==> src/rtl/mlt_params.svh <==
// Timing and encoding constants for the MII latency core
`ifndef MLT_PARAMS_SVH
`define MLT_PARAMS_SVH
// Core clock period and bit times in ns
`define MLT_CLK_NS          100
`define MLT_BT_NS_FAST      10
`define MLT_BT_NS_SLOW      100
// Delays are held in tenths of a bit time
`define MLT_TENTHS          10
`define MLT_CNT_W           8
// Line mode select pin codes
`define MLT_SEL_TP100       2'h0
`define MLT_SEL_FX100       2'h1
`define MLT_SEL_TP10        2'h2
// Receive carrier on/off after line start/end (TP, FX, 10M)
`define MLT_CRS_RX_ON_TP    120
`define MLT_CRS_RX_ON_FX    120
`define MLT_CRS_RX_ON_10    20
`define MLT_CRS_RX_OFF_TP   100
`define MLT_CRS_RX_OFF_FX   160
`define MLT_CRS_RX_OFF_10   63
// Receive data valid on/off
`define MLT_DV_ON_TP        150
`define MLT_DV_ON_FX        150
`define MLT_DV_ON_10        70
`define MLT_DV_OFF_TP       100
`define MLT_DV_OFF_FX       160
`define MLT_DV_OFF_10       60
// Collision on/off
`define MLT_COL_ON_TP       160
`define MLT_COL_ON_FX       100
`define MLT_COL_ON_10       10
`define MLT_COL_OFF_TP      170
`define MLT_COL_OFF_FX      140
`define MLT_COL_OFF_10      50
// Transmit carrier on/off after enable sampled
`define MLT_CRS_TX_ON_TP    200
`define MLT_CRS_TX_ON_FX    170
`define MLT_CRS_TX_ON_10    20
`define MLT_CRS_TX_OFF_TP   240
`define MLT_CRS_TX_OFF_FX   220
`define MLT_CRS_TX_OFF_10   10
// Transmit latency to line output
`define MLT_LTX_LAT_TP      53
`define MLT_LTX_LAT_FX      50
`define MLT_LTX_LAT_10      725
`endif

==> src/rtl/mlt_pkg.sv <==
// Types and delay conversion for the MII latency core
`include "mlt_params.svh"
package mlt_pkg;
    typedef enum logic [2:0] {
        MLT_TP100 = 3'h1,
        MLT_FX100 = 3'h2,
        MLT_TP10  = 3'h4
    } mlt_mode_type;

    typedef logic [`MLT_CNT_W-1:0] mlt_cnt_type;

    // Tenths of a bit time to core cycles, rounded up, never below one
    function automatic mlt_cnt_type to_cycles(input int tenths, input int bt_ns);
        int c;
        c = (tenths * bt_ns + `MLT_TENTHS * `MLT_CLK_NS - 1) / (`MLT_TENTHS * `MLT_CLK_NS);
        if (c < 1) begin
            c = 1;
        end
        return mlt_cnt_type'(c);
    endfunction : to_cycles
endpackage : mlt_pkg

==> src/rtl/mlt_dly_if.sv <==
// Level and delay counts between the core and one delay stage
interface mlt_dly_if;
    logic               level_in;
    logic               level_out;
    mlt_pkg::mlt_cnt_type rise_cnt;
    mlt_pkg::mlt_cnt_type fall_cnt;
    modport delay (input level_in, input rise_cnt, input fall_cnt, output level_out);
    modport user  (output level_in, output rise_cnt, output fall_cnt, input level_out);
endinterface : mlt_dly_if

==> src/rtl/mlt_phy_latency.sv <==
// Latency timing core for the PHY side of a nibble MII in three line modes
`include "mlt_params.svh"
module mlt_phy_latency (
    // Clock and reset
    input  wire logic       core_clk,
    input  wire logic       rst_n,
    // Line mode select pins
    input  wire logic [1:0] mode_sel,
    // Link clock and transmit side from the MAC
    input  wire logic       mii_clk,
    input  wire logic       tx_en,
    input  wire logic       tx_er,
    input  wire logic [3:0] txd,
    // Receive and status side toward the MAC
    output wire logic       crs,
    output wire logic       col,
    output wire logic       rx_dv,
    output wire logic       rx_er,
    output wire logic [3:0] rxd,
    // Line receive side
    input  wire logic       line_rx_input,
    input  wire logic       line_rx_err,
    input  wire logic [3:0] line_rx_data,
    // Line transmit side
    output wire logic       line_tx_output,
    output wire logic       line_tx_err,
    output wire logic [3:0] line_tx_data
);
    // Delay stage indices
    localparam int D_RXCRS = 0;
    localparam int D_DV    = 1;
    localparam int D_COL   = 2;
    localparam int D_TXCRS = 3;
    localparam int D_LTX   = 4;
    localparam int N_DLY   = 5;
    localparam int SYNC_W  = 15;

    // Pin synchroniser stages and accepted values
    logic [SYNC_W-1:0] s1_reg;
    logic [SYNC_W-1:0] s2_reg;
    logic [SYNC_W-1:0] s3_reg;
    logic [SYNC_W-1:0] acc_reg;
    logic [SYNC_W-1:0] acc_next;
    logic [1:0]        f_mode;
    logic              f_mclk;
    logic              f_tx_en;
    logic              f_tx_er;
    logic [3:0]        f_txd;
    logic              rx_act;
    logic              f_rx_err;
    logic [3:0]        f_rx_data;

    // Link clock edges and sampled transmit side
    logic       mclk_prev_reg;
    logic       mclk_rise;
    logic       mclk_fall;
    logic       tx_act_reg;
    logic       tx_err_reg;
    logic [3:0] txd_reg;

    // Mode state
    mlt_pkg::mlt_mode_type mode_reg;
    mlt_pkg::mlt_mode_type mode_next;
    logic                  idle;

    // Delay stage plumbing
    logic [N_DLY-1:0]     dly_in;
    logic [N_DLY-1:0]     dly_out;
    mlt_pkg::mlt_cnt_type rise_sel [N_DLY];
    mlt_pkg::mlt_cnt_type fall_sel [N_DLY];

    // Output registers
    logic       crs_reg;
    logic       col_reg;
    logic       rx_dv_reg;
    logic       rx_er_reg;
    logic [3:0] rxd_reg;
    logic       line_tx_output_reg;
    logic       line_tx_err_reg;
    logic [3:0] line_tx_data_reg;

    // Three-stage synchroniser; only the second stage reads the first
    always_ff @(posedge core_clk) begin
        if (!rst_n) begin
            s1_reg <= '0;
            s2_reg <= '0;
            s3_reg <= '0;
        end else begin
            s1_reg <= {mode_sel, mii_clk, tx_en, tx_er, txd,
                       line_rx_input, line_rx_err, line_rx_data};
            s2_reg <= s1_reg;
            s3_reg <= s2_reg;
        end
    end

    // A bit changes once stages two and three agree
    always_comb begin
        acc_next = (s2_reg & ~(s2_reg ^ s3_reg)) | (acc_reg & (s2_reg ^ s3_reg));
    end

    always_ff @(posedge core_clk) begin
        if (!rst_n) begin
            acc_reg <= '0;
        end else begin
            acc_reg <= acc_next;
        end
    end

    assign {f_mode, f_mclk, f_tx_en, f_tx_er, f_txd, rx_act, f_rx_err, f_rx_data} = acc_reg;

    // Link clock edge finder
    always_ff @(posedge core_clk) begin
        if (!rst_n) begin
            mclk_prev_reg <= 1'b0;
        end else begin
            mclk_prev_reg <= f_mclk;
        end
    end

    assign mclk_rise = f_mclk & ~mclk_prev_reg;
    assign mclk_fall = ~f_mclk & mclk_prev_reg;

    always_ff @(posedge core_clk) begin
        if (!rst_n) begin
            tx_act_reg <= 1'b0;
            tx_err_reg <= 1'b0;
            txd_reg    <= 4'h0;
        end else if (mclk_rise) begin
            tx_act_reg <= f_tx_en;
            tx_err_reg <= f_tx_er;
            txd_reg    <= f_txd;
        end
    end

    // Mode only moves between frames so no delay set is mixed mid-frame
    assign idle = ~rx_act & ~tx_act_reg;

    always_comb begin
        case (f_mode)
            `MLT_SEL_TP100: mode_next = mlt_pkg::MLT_TP100;
            `MLT_SEL_FX100: mode_next = mlt_pkg::MLT_FX100;
            `MLT_SEL_TP10:  mode_next = mlt_pkg::MLT_TP10;
            default:        mode_next = mode_reg;
        endcase
    end

    always_ff @(posedge core_clk) begin
        if (!rst_n) begin
            mode_reg <= mlt_pkg::MLT_TP100;
        end else if (idle) begin
            mode_reg <= mode_next;
        end
    end

    function automatic mlt_pkg::mlt_cnt_type pick(input mlt_pkg::mlt_mode_type m,
                                                  input int tp, input int fx, input int t10);
        case (m)
            mlt_pkg::MLT_TP100: return mlt_pkg::to_cycles(tp, `MLT_BT_NS_FAST);
            mlt_pkg::MLT_FX100: return mlt_pkg::to_cycles(fx, `MLT_BT_NS_FAST);
            mlt_pkg::MLT_TP10:  return mlt_pkg::to_cycles(t10, `MLT_BT_NS_SLOW);
            default:            return mlt_pkg::to_cycles(tp, `MLT_BT_NS_FAST);
        endcase
    endfunction : pick

    // Delay counts for every stage from the current mode
    always_comb begin
        rise_sel[D_RXCRS] = pick(mode_reg, `MLT_CRS_RX_ON_TP, `MLT_CRS_RX_ON_FX,
                                 `MLT_CRS_RX_ON_10);
        // carrier off after T or quiet
        fall_sel[D_RXCRS] = pick(mode_reg, `MLT_CRS_RX_OFF_TP, `MLT_CRS_RX_OFF_FX,
                                 `MLT_CRS_RX_OFF_10);
        rise_sel[D_DV]    = pick(mode_reg, `MLT_DV_ON_TP, `MLT_DV_ON_FX, `MLT_DV_ON_10);
        fall_sel[D_DV]    = pick(mode_reg, `MLT_DV_OFF_TP, `MLT_DV_OFF_FX, `MLT_DV_OFF_10);
        rise_sel[D_COL]   = pick(mode_reg, `MLT_COL_ON_TP, `MLT_COL_ON_FX, `MLT_COL_ON_10);
        fall_sel[D_COL]   = pick(mode_reg, `MLT_COL_OFF_TP, `MLT_COL_OFF_FX,
                                 `MLT_COL_OFF_10);
        rise_sel[D_TXCRS] = pick(mode_reg, `MLT_CRS_TX_ON_TP, `MLT_CRS_TX_ON_FX,
                                 `MLT_CRS_TX_ON_10);
        fall_sel[D_TXCRS] = pick(mode_reg, `MLT_CRS_TX_OFF_TP, `MLT_CRS_TX_OFF_FX,
                                 `MLT_CRS_TX_OFF_10);
        rise_sel[D_LTX]   = pick(mode_reg, `MLT_LTX_LAT_TP, `MLT_LTX_LAT_FX,
                                 `MLT_LTX_LAT_10);
        fall_sel[D_LTX]   = rise_sel[D_LTX];
    end

    // Stage inputs: receive activity, collision and transmit enable
    always_comb begin
        dly_in          = '0;
        dly_in[D_RXCRS] = rx_act;
        dly_in[D_DV]    = rx_act;
        dly_in[D_COL]   = rx_act & tx_act_reg;
        dly_in[D_TXCRS] = tx_act_reg;
        dly_in[D_LTX]   = tx_act_reg;
    end

    // One delay stage per timed signal
    for (genvar g = 0; g < N_DLY; g++) begin : g_dly
        mlt_dly_if dly_if ();
        assign dly_if.level_in = dly_in[g];
        assign dly_if.rise_cnt = rise_sel[g];
        assign dly_if.fall_cnt = fall_sel[g];
        assign dly_out[g]      = dly_if.level_out;
        mlt_level_delay u_dly (
            .core_clk (core_clk),
            .rst_n    (rst_n),
            .dly      (dly_if.delay)
        );
    end

    // carrier is receive, transmit or valid still up
    always_ff @(posedge core_clk) begin
        if (!rst_n) begin
            crs_reg <= 1'b0;
        end else begin
            // Holding on valid keeps carrier from dropping ahead of it
            crs_reg <= dly_out[D_RXCRS] | dly_out[D_TXCRS] | rx_dv_reg;
        end
    end

    always_ff @(posedge core_clk) begin
        if (!rst_n) begin
            col_reg <= 1'b0;
        end else begin
            col_reg <= dly_out[D_COL];
        end
    end

    // launch on fall, stable at rise
    always_ff @(posedge core_clk) begin
        if (!rst_n) begin
            rx_dv_reg <= 1'b0;
            rx_er_reg <= 1'b0;
            rxd_reg   <= 4'h0;
        end else if (mclk_fall) begin
            rx_dv_reg <= dly_out[D_DV] & crs_reg;
            rx_er_reg <= dly_out[D_DV] & crs_reg & f_rx_err;
            rxd_reg   <= (dly_out[D_DV] & crs_reg) ? f_rx_data : 4'h0;
        end
    end

    always_ff @(posedge core_clk) begin
        if (!rst_n) begin
            line_tx_output_reg <= 1'b0;
            line_tx_err_reg    <= 1'b0;
            line_tx_data_reg   <= 4'h0;
        end else begin
            line_tx_output_reg <= dly_out[D_LTX];
            line_tx_err_reg    <= dly_out[D_LTX] & tx_err_reg;
            line_tx_data_reg   <= dly_out[D_LTX] ? txd_reg : 4'h0;
        end
    end

    assign crs            = crs_reg;
    assign col            = col_reg;
    assign rx_dv          = rx_dv_reg;
    assign rx_er          = rx_er_reg;
    assign rxd            = rxd_reg;
    assign line_tx_output = line_tx_output_reg;
    assign line_tx_err    = line_tx_err_reg;
    assign line_tx_data   = line_tx_data_reg;

    // Checks on the timed outputs, transmit enable sampling and mode changes
    logic is_10;
    logic is_tp;
    assign is_10 = (mode_reg == mlt_pkg::MLT_TP10);
    assign is_tp = (mode_reg == mlt_pkg::MLT_TP100);
endmodule : mlt_phy_latency

==> src/rtl/mlt_level_delay.sv <==
// Level delay stage with separate rise and fall cycle counts
module mlt_level_delay (
    // Clock and reset
    input wire logic core_clk,
    input wire logic rst_n,
    // Level in, delayed level out
    mlt_dly_if.delay dly
);
    localparam int W = $bits(mlt_pkg::mlt_cnt_type);

    logic         pend_reg;
    logic [W-1:0] cnt_reg;
    logic         out_reg;

    assign dly.level_out = out_reg;

    // A new level restarts the count; a glitch shorter than the delay is dropped
    always_ff @(posedge core_clk) begin
        if (!rst_n) begin
            pend_reg <= 1'b0;
            cnt_reg  <= '0;
        end else if (dly.level_in != pend_reg) begin
            pend_reg <= dly.level_in;
            cnt_reg  <= dly.level_in ? W'(dly.rise_cnt - 1'b1) : W'(dly.fall_cnt - 1'b1);
        end else if (cnt_reg != '0) begin
            cnt_reg <= W'(cnt_reg - 1'b1);
        end
    end

    // Output follows only once the level held for the whole count
    always_ff @(posedge core_clk) begin
        if (!rst_n) begin
            out_reg <= 1'b0;
        end else if (pend_reg == dly.level_in && cnt_reg == '0) begin
            out_reg <= pend_reg;
        end
    end
endmodule : mlt_level_delay

==> config.mk <==
export PLATFORM = sky130hd
export DESIGN_NAME = mlt_phy_latency
export DESIGN_NICKNAME = d
export VERILOG_FILES = /design/src/rtl/mlt_pkg.sv /design/src/rtl/mlt_dly_if.sv /design/src/rtl/mlt_phy_latency.sv /design/src/rtl/mlt_level_delay.sv
export VERILOG_INCLUDE_DIRS = /design/src /design/src/rtl
export SDC_FILE = /design/constraint.sdc
export NUM_CORES = 1
export LEC_CHECK = 0
export ABC_AREA = 1
export BUFFER_PORTS_ARGS = -buffer_cell sky130_fd_sc_hd__buf_2
export CAP_MARGIN = 20
export CORE_MARGIN = 2
export CORE_UTILIZATION = 35
export DETAILED_ROUTE_END_ITERATION = 8
export GPL_TIMING_DRIVEN = 0
export SLEW_MARGIN = 10
export SYNTH_ARGS = -nofsm -noshare
export SYNTH_HDL_FRONTEND = slang
export SYNTH_SLANG_ARGS = --single-unit
==> constraint.sdc <==
create_clock -name core_clk -period 1.73 [get_ports core_clk]
set_input_delay 0 -clock core_clk [delete_from_list [all_inputs] [get_ports core_clk]]
set_output_delay 0 -clock core_clk [all_outputs]
set_load 0.01 [all_outputs]
==> run summary <==
Clock Tree Root -> clkbuf_16
H-Tree Depth -> 4
synthesized instance count -> 663
vias in the first global route -> 3732
initial DRC count -> 227
pre-CTS setup slack -> 0.09845 ns
min cycle time layout -> 1.582 ns
first-pass GRT wire length -> 16780 um
P&R area growth vs syn -> 21.49%
Setup crit start kind -> register
CP dominant cell by count -> nand2_1
detailed-route via count -> 4027
critical path class -> register to register
Peak Freq -> 632.0 MHz
antenna-violating nets left -> 0
period utilization -> 0.9146
clock slew at reported path FFs -> 0.06 ns
Final Setup Violations -> 0
Pwr Density -> 1563 nW/um^2
CTS tree -> done
final wirelength -> 9575 um
commonest non-fill, non-tap cell in the layout -> dfxtp_1
Skew-Pair Late Insertion Delay -> 0.41 ns
Fillers -> 1453
setup TNS -> 0 ns
Post-route DRC -> 0
Die Y -> 126.6 um
DP HPWL -> 6687 um
I/O Buffers -> 29
final setup margin -> 0.1477 ns
max_cap viols -> 0
Yosys cell types -> 39
EDFF count, synth -> 0
syn_nets -> 692
CTS Buffer Depth -> 2
Worst Setup SP -> g_dly[3].dly_if.level_in
share of cells above drive strength 1 -> 0.1323
async set or reset register ratio after synthesis -> 0
Slowest cell on crit path -> dfxtp_1
register bit total from synthesis -> 134
Final nets -> 757
clock skew -> 0.007128 ns
reg2reg end -> g_dly[4].u_dly.cnt_reg[4]
P_leak -> 3.110 nW
row cnt -> 44
Fin. Hold Viols -> 0
final core utilization -> 0.4383
CP cell instances -> buf_6 > inv_6 > nand2_4 > nand2_8 > inv_2 > nand2_1 > ha_1 > a31o_2 > nand2_1 > nand3_1 > nand2_1
drt pass-1 iters -> 4
outcome -> completed
Num CTS Buffers -> 17
Worst Setup EP -> g_dly[4].u_dly.cnt_reg[4]
Least-Margin Pin Slew -> 0.4943 ns
CP required -> 2.09 ns
clock sinks -> 134
RSZ-0062 raised after global routing -> false
sequential fraction of the synthesis area -> 0.5097
Slowest Stage Delay on Critical Path -> 0.32 ns
Worst EP arrival -> 1.94 ns
Synth Cell Area -> 5263 sq um
GRT Util Overall -> 0.1306
average routed wire per standard cell -> 10.35 um
Reg2Reg Launch Point -> g_dly[3].dly_if.level_in
Post-Layout Inst Area -> 6394 sq um
Worst Setup End Kind -> register
die width -> 126.6 um
die area -> 16030 sq um
Overflow after GRT -> 0
gpl congestion -> 0.8415
HP Class -> primary input to register
hold slack -> 0.2968 ns
Peak VDD IR -> 0.7589 mV
Slew Viols, Final -> 0
Starting Density -> 0.3607
Main synth FF type -> dfxtp_1
reg2reg setup slack -> 0.15 ns
vias per cell -> 4.354
CORE AREA -> 14590 sq um
R2R depth -> 11
DP Area -> 5638 sq um
Antenna Cells -> 0
Top Ports -> 31
commonest non-fill, non-tap cells in the layout -> 134 x dfxtp_1, 110 x nand2_1, 107 x inv_1
crit-path max FO -> 9
Synth Area per Inst -> 7.937 sq um
largest net degree at the start of global routing -> 17
initial antenna violation count -> 0
yosys warns -> 0
relative slew slack -> 0.6704
==> cells in the mapped netlist (2+ instances only) <==
cell / number / area share
a21oi_1: 42 / 0.040
a22oi_1: 5 / 0.0071
buf_2: 9 / 0.0086
buf_6: 2 / 0.0043
clkbuf_1: 4 / 0.0029
dfxtp_1: 134 / 0.51
ha_1: 12 / 0.029
inv_1: 108 / 0.077
nand2_1: 110 / 0.078
nand2_2: 5 / 0.0059
nand2_4: 3 / 0.0064
nand3_1: 28 / 0.027
nand3_2: 3 / 0.0057
nand4_1: 2 / 0.0024
nor2_1: 100 / 0.071
nor2_2: 3 / 0.0036
nor3_1: 14 / 0.013
nor3b_1: 3 / 0.0043
nor4_1: 2 / 0.0024
o21a_1: 5 / 0.0071
o21ai_0: 40 / 0.038
o21bai_1: 3 / 0.0043
xnor2_1: 3 / 0.0050
xor2_1: 7 / 0.012
xor2_2: 2 / 0.0062
==> repair_timing <==
action,CTS,global route
gates resized for setup,0,1
setup buffers,0,1
endpoints found under the hold margin,17,0
endpoints found under the setup margin,0,3
hold buffers,16,0
==> metal layers <==
| layer | vias up | global-route usage | part of all wire |
|---|---|---|---|
| met5 | - | 0 | 0 |
| met4 | 0 | 0.04848 | 0.016 |
| li1 | 2209 | - | - |
| met1 | 1765 | 0.1576 | 0.48 |
| met2 | 40 | 0.2161 | 0.47 |
| met3 | 13 | 0.04429 | 0.032 |
==> final cells by class <==
class,count,area [sq um],area share
sequential,134,2683,0.4196
multi-input combinational,404,2079,0.3252
clock buffer,19,442.9,0.06928
inverter,110,417.9,0.06536
timing repair buffer,46,312.8,0.04892
tap,184,230.2,0.03601
clock inverter,13,145.1,0.02270
buffer,15,82.58,0.01292
==> cells by family (layout without fill, tap and decap cells) <==
| logic type | after synthesis | in the layout | share of synthesized area |
|---|---|---|---|
| simple gates | 278 | 278 | 0.2328 |
| flops | 134 | 134 | 0.5097 |
| buf+inv | 125 | 203 | 0.09510 |
| compound gates | 101 | 101 | 0.1058 |
| xor+xnor | 13 | 13 | 0.02806 |
| fa+ha+maj | 12 | 12 | 0.02853 |
==> critical path: cells and delay by family, from the launching register on <==
kind                     cells  cell delay [ns]
flip-flops                   1             0.32
adder cells (fa/ha/maj)      1             0.23
AO/OA/AOI/OAI                1             0.25
buffers and inverters        3             0.28
AND/OR/NAND/NOR              6             0.44
==> report_power, final <==
part           total, mW  internal, mW  switching (mW)  leakage [nW]
Sequential          3.80          3.52           0.286          1.10
Combinational       2.65          1.06            1.59          1.73
Clock               3.55          2.17            1.37         0.281
Total               9.99          6.75            3.25          3.11
==> worst min-delay path by stage <==
stage | cells past startpoint | end | from
after CTS | 4 | s1_reg[13] | mode_sel[0]
after detailed placement | 3 | s1_reg[5] | line_rx_input
after global routing | 4 | s1_reg[13] | mode_sel[0]
final | 4 | s1_reg[5] | line_rx_input
after floorplan | 2 | s1_reg[0] | line_rx_data[0]
after global placement | 3 | s1_reg[9] | txd[3]
==> per-stage QoR <==
step	std cells	power (mW)
after floorplan	663	5.996
after global placement	876	6.446
after detailed placement	876	6.490
after CTS	924	10.11
after global routing	925	10.76
final	925	9.993
Power figures use the tool's default switching activity.
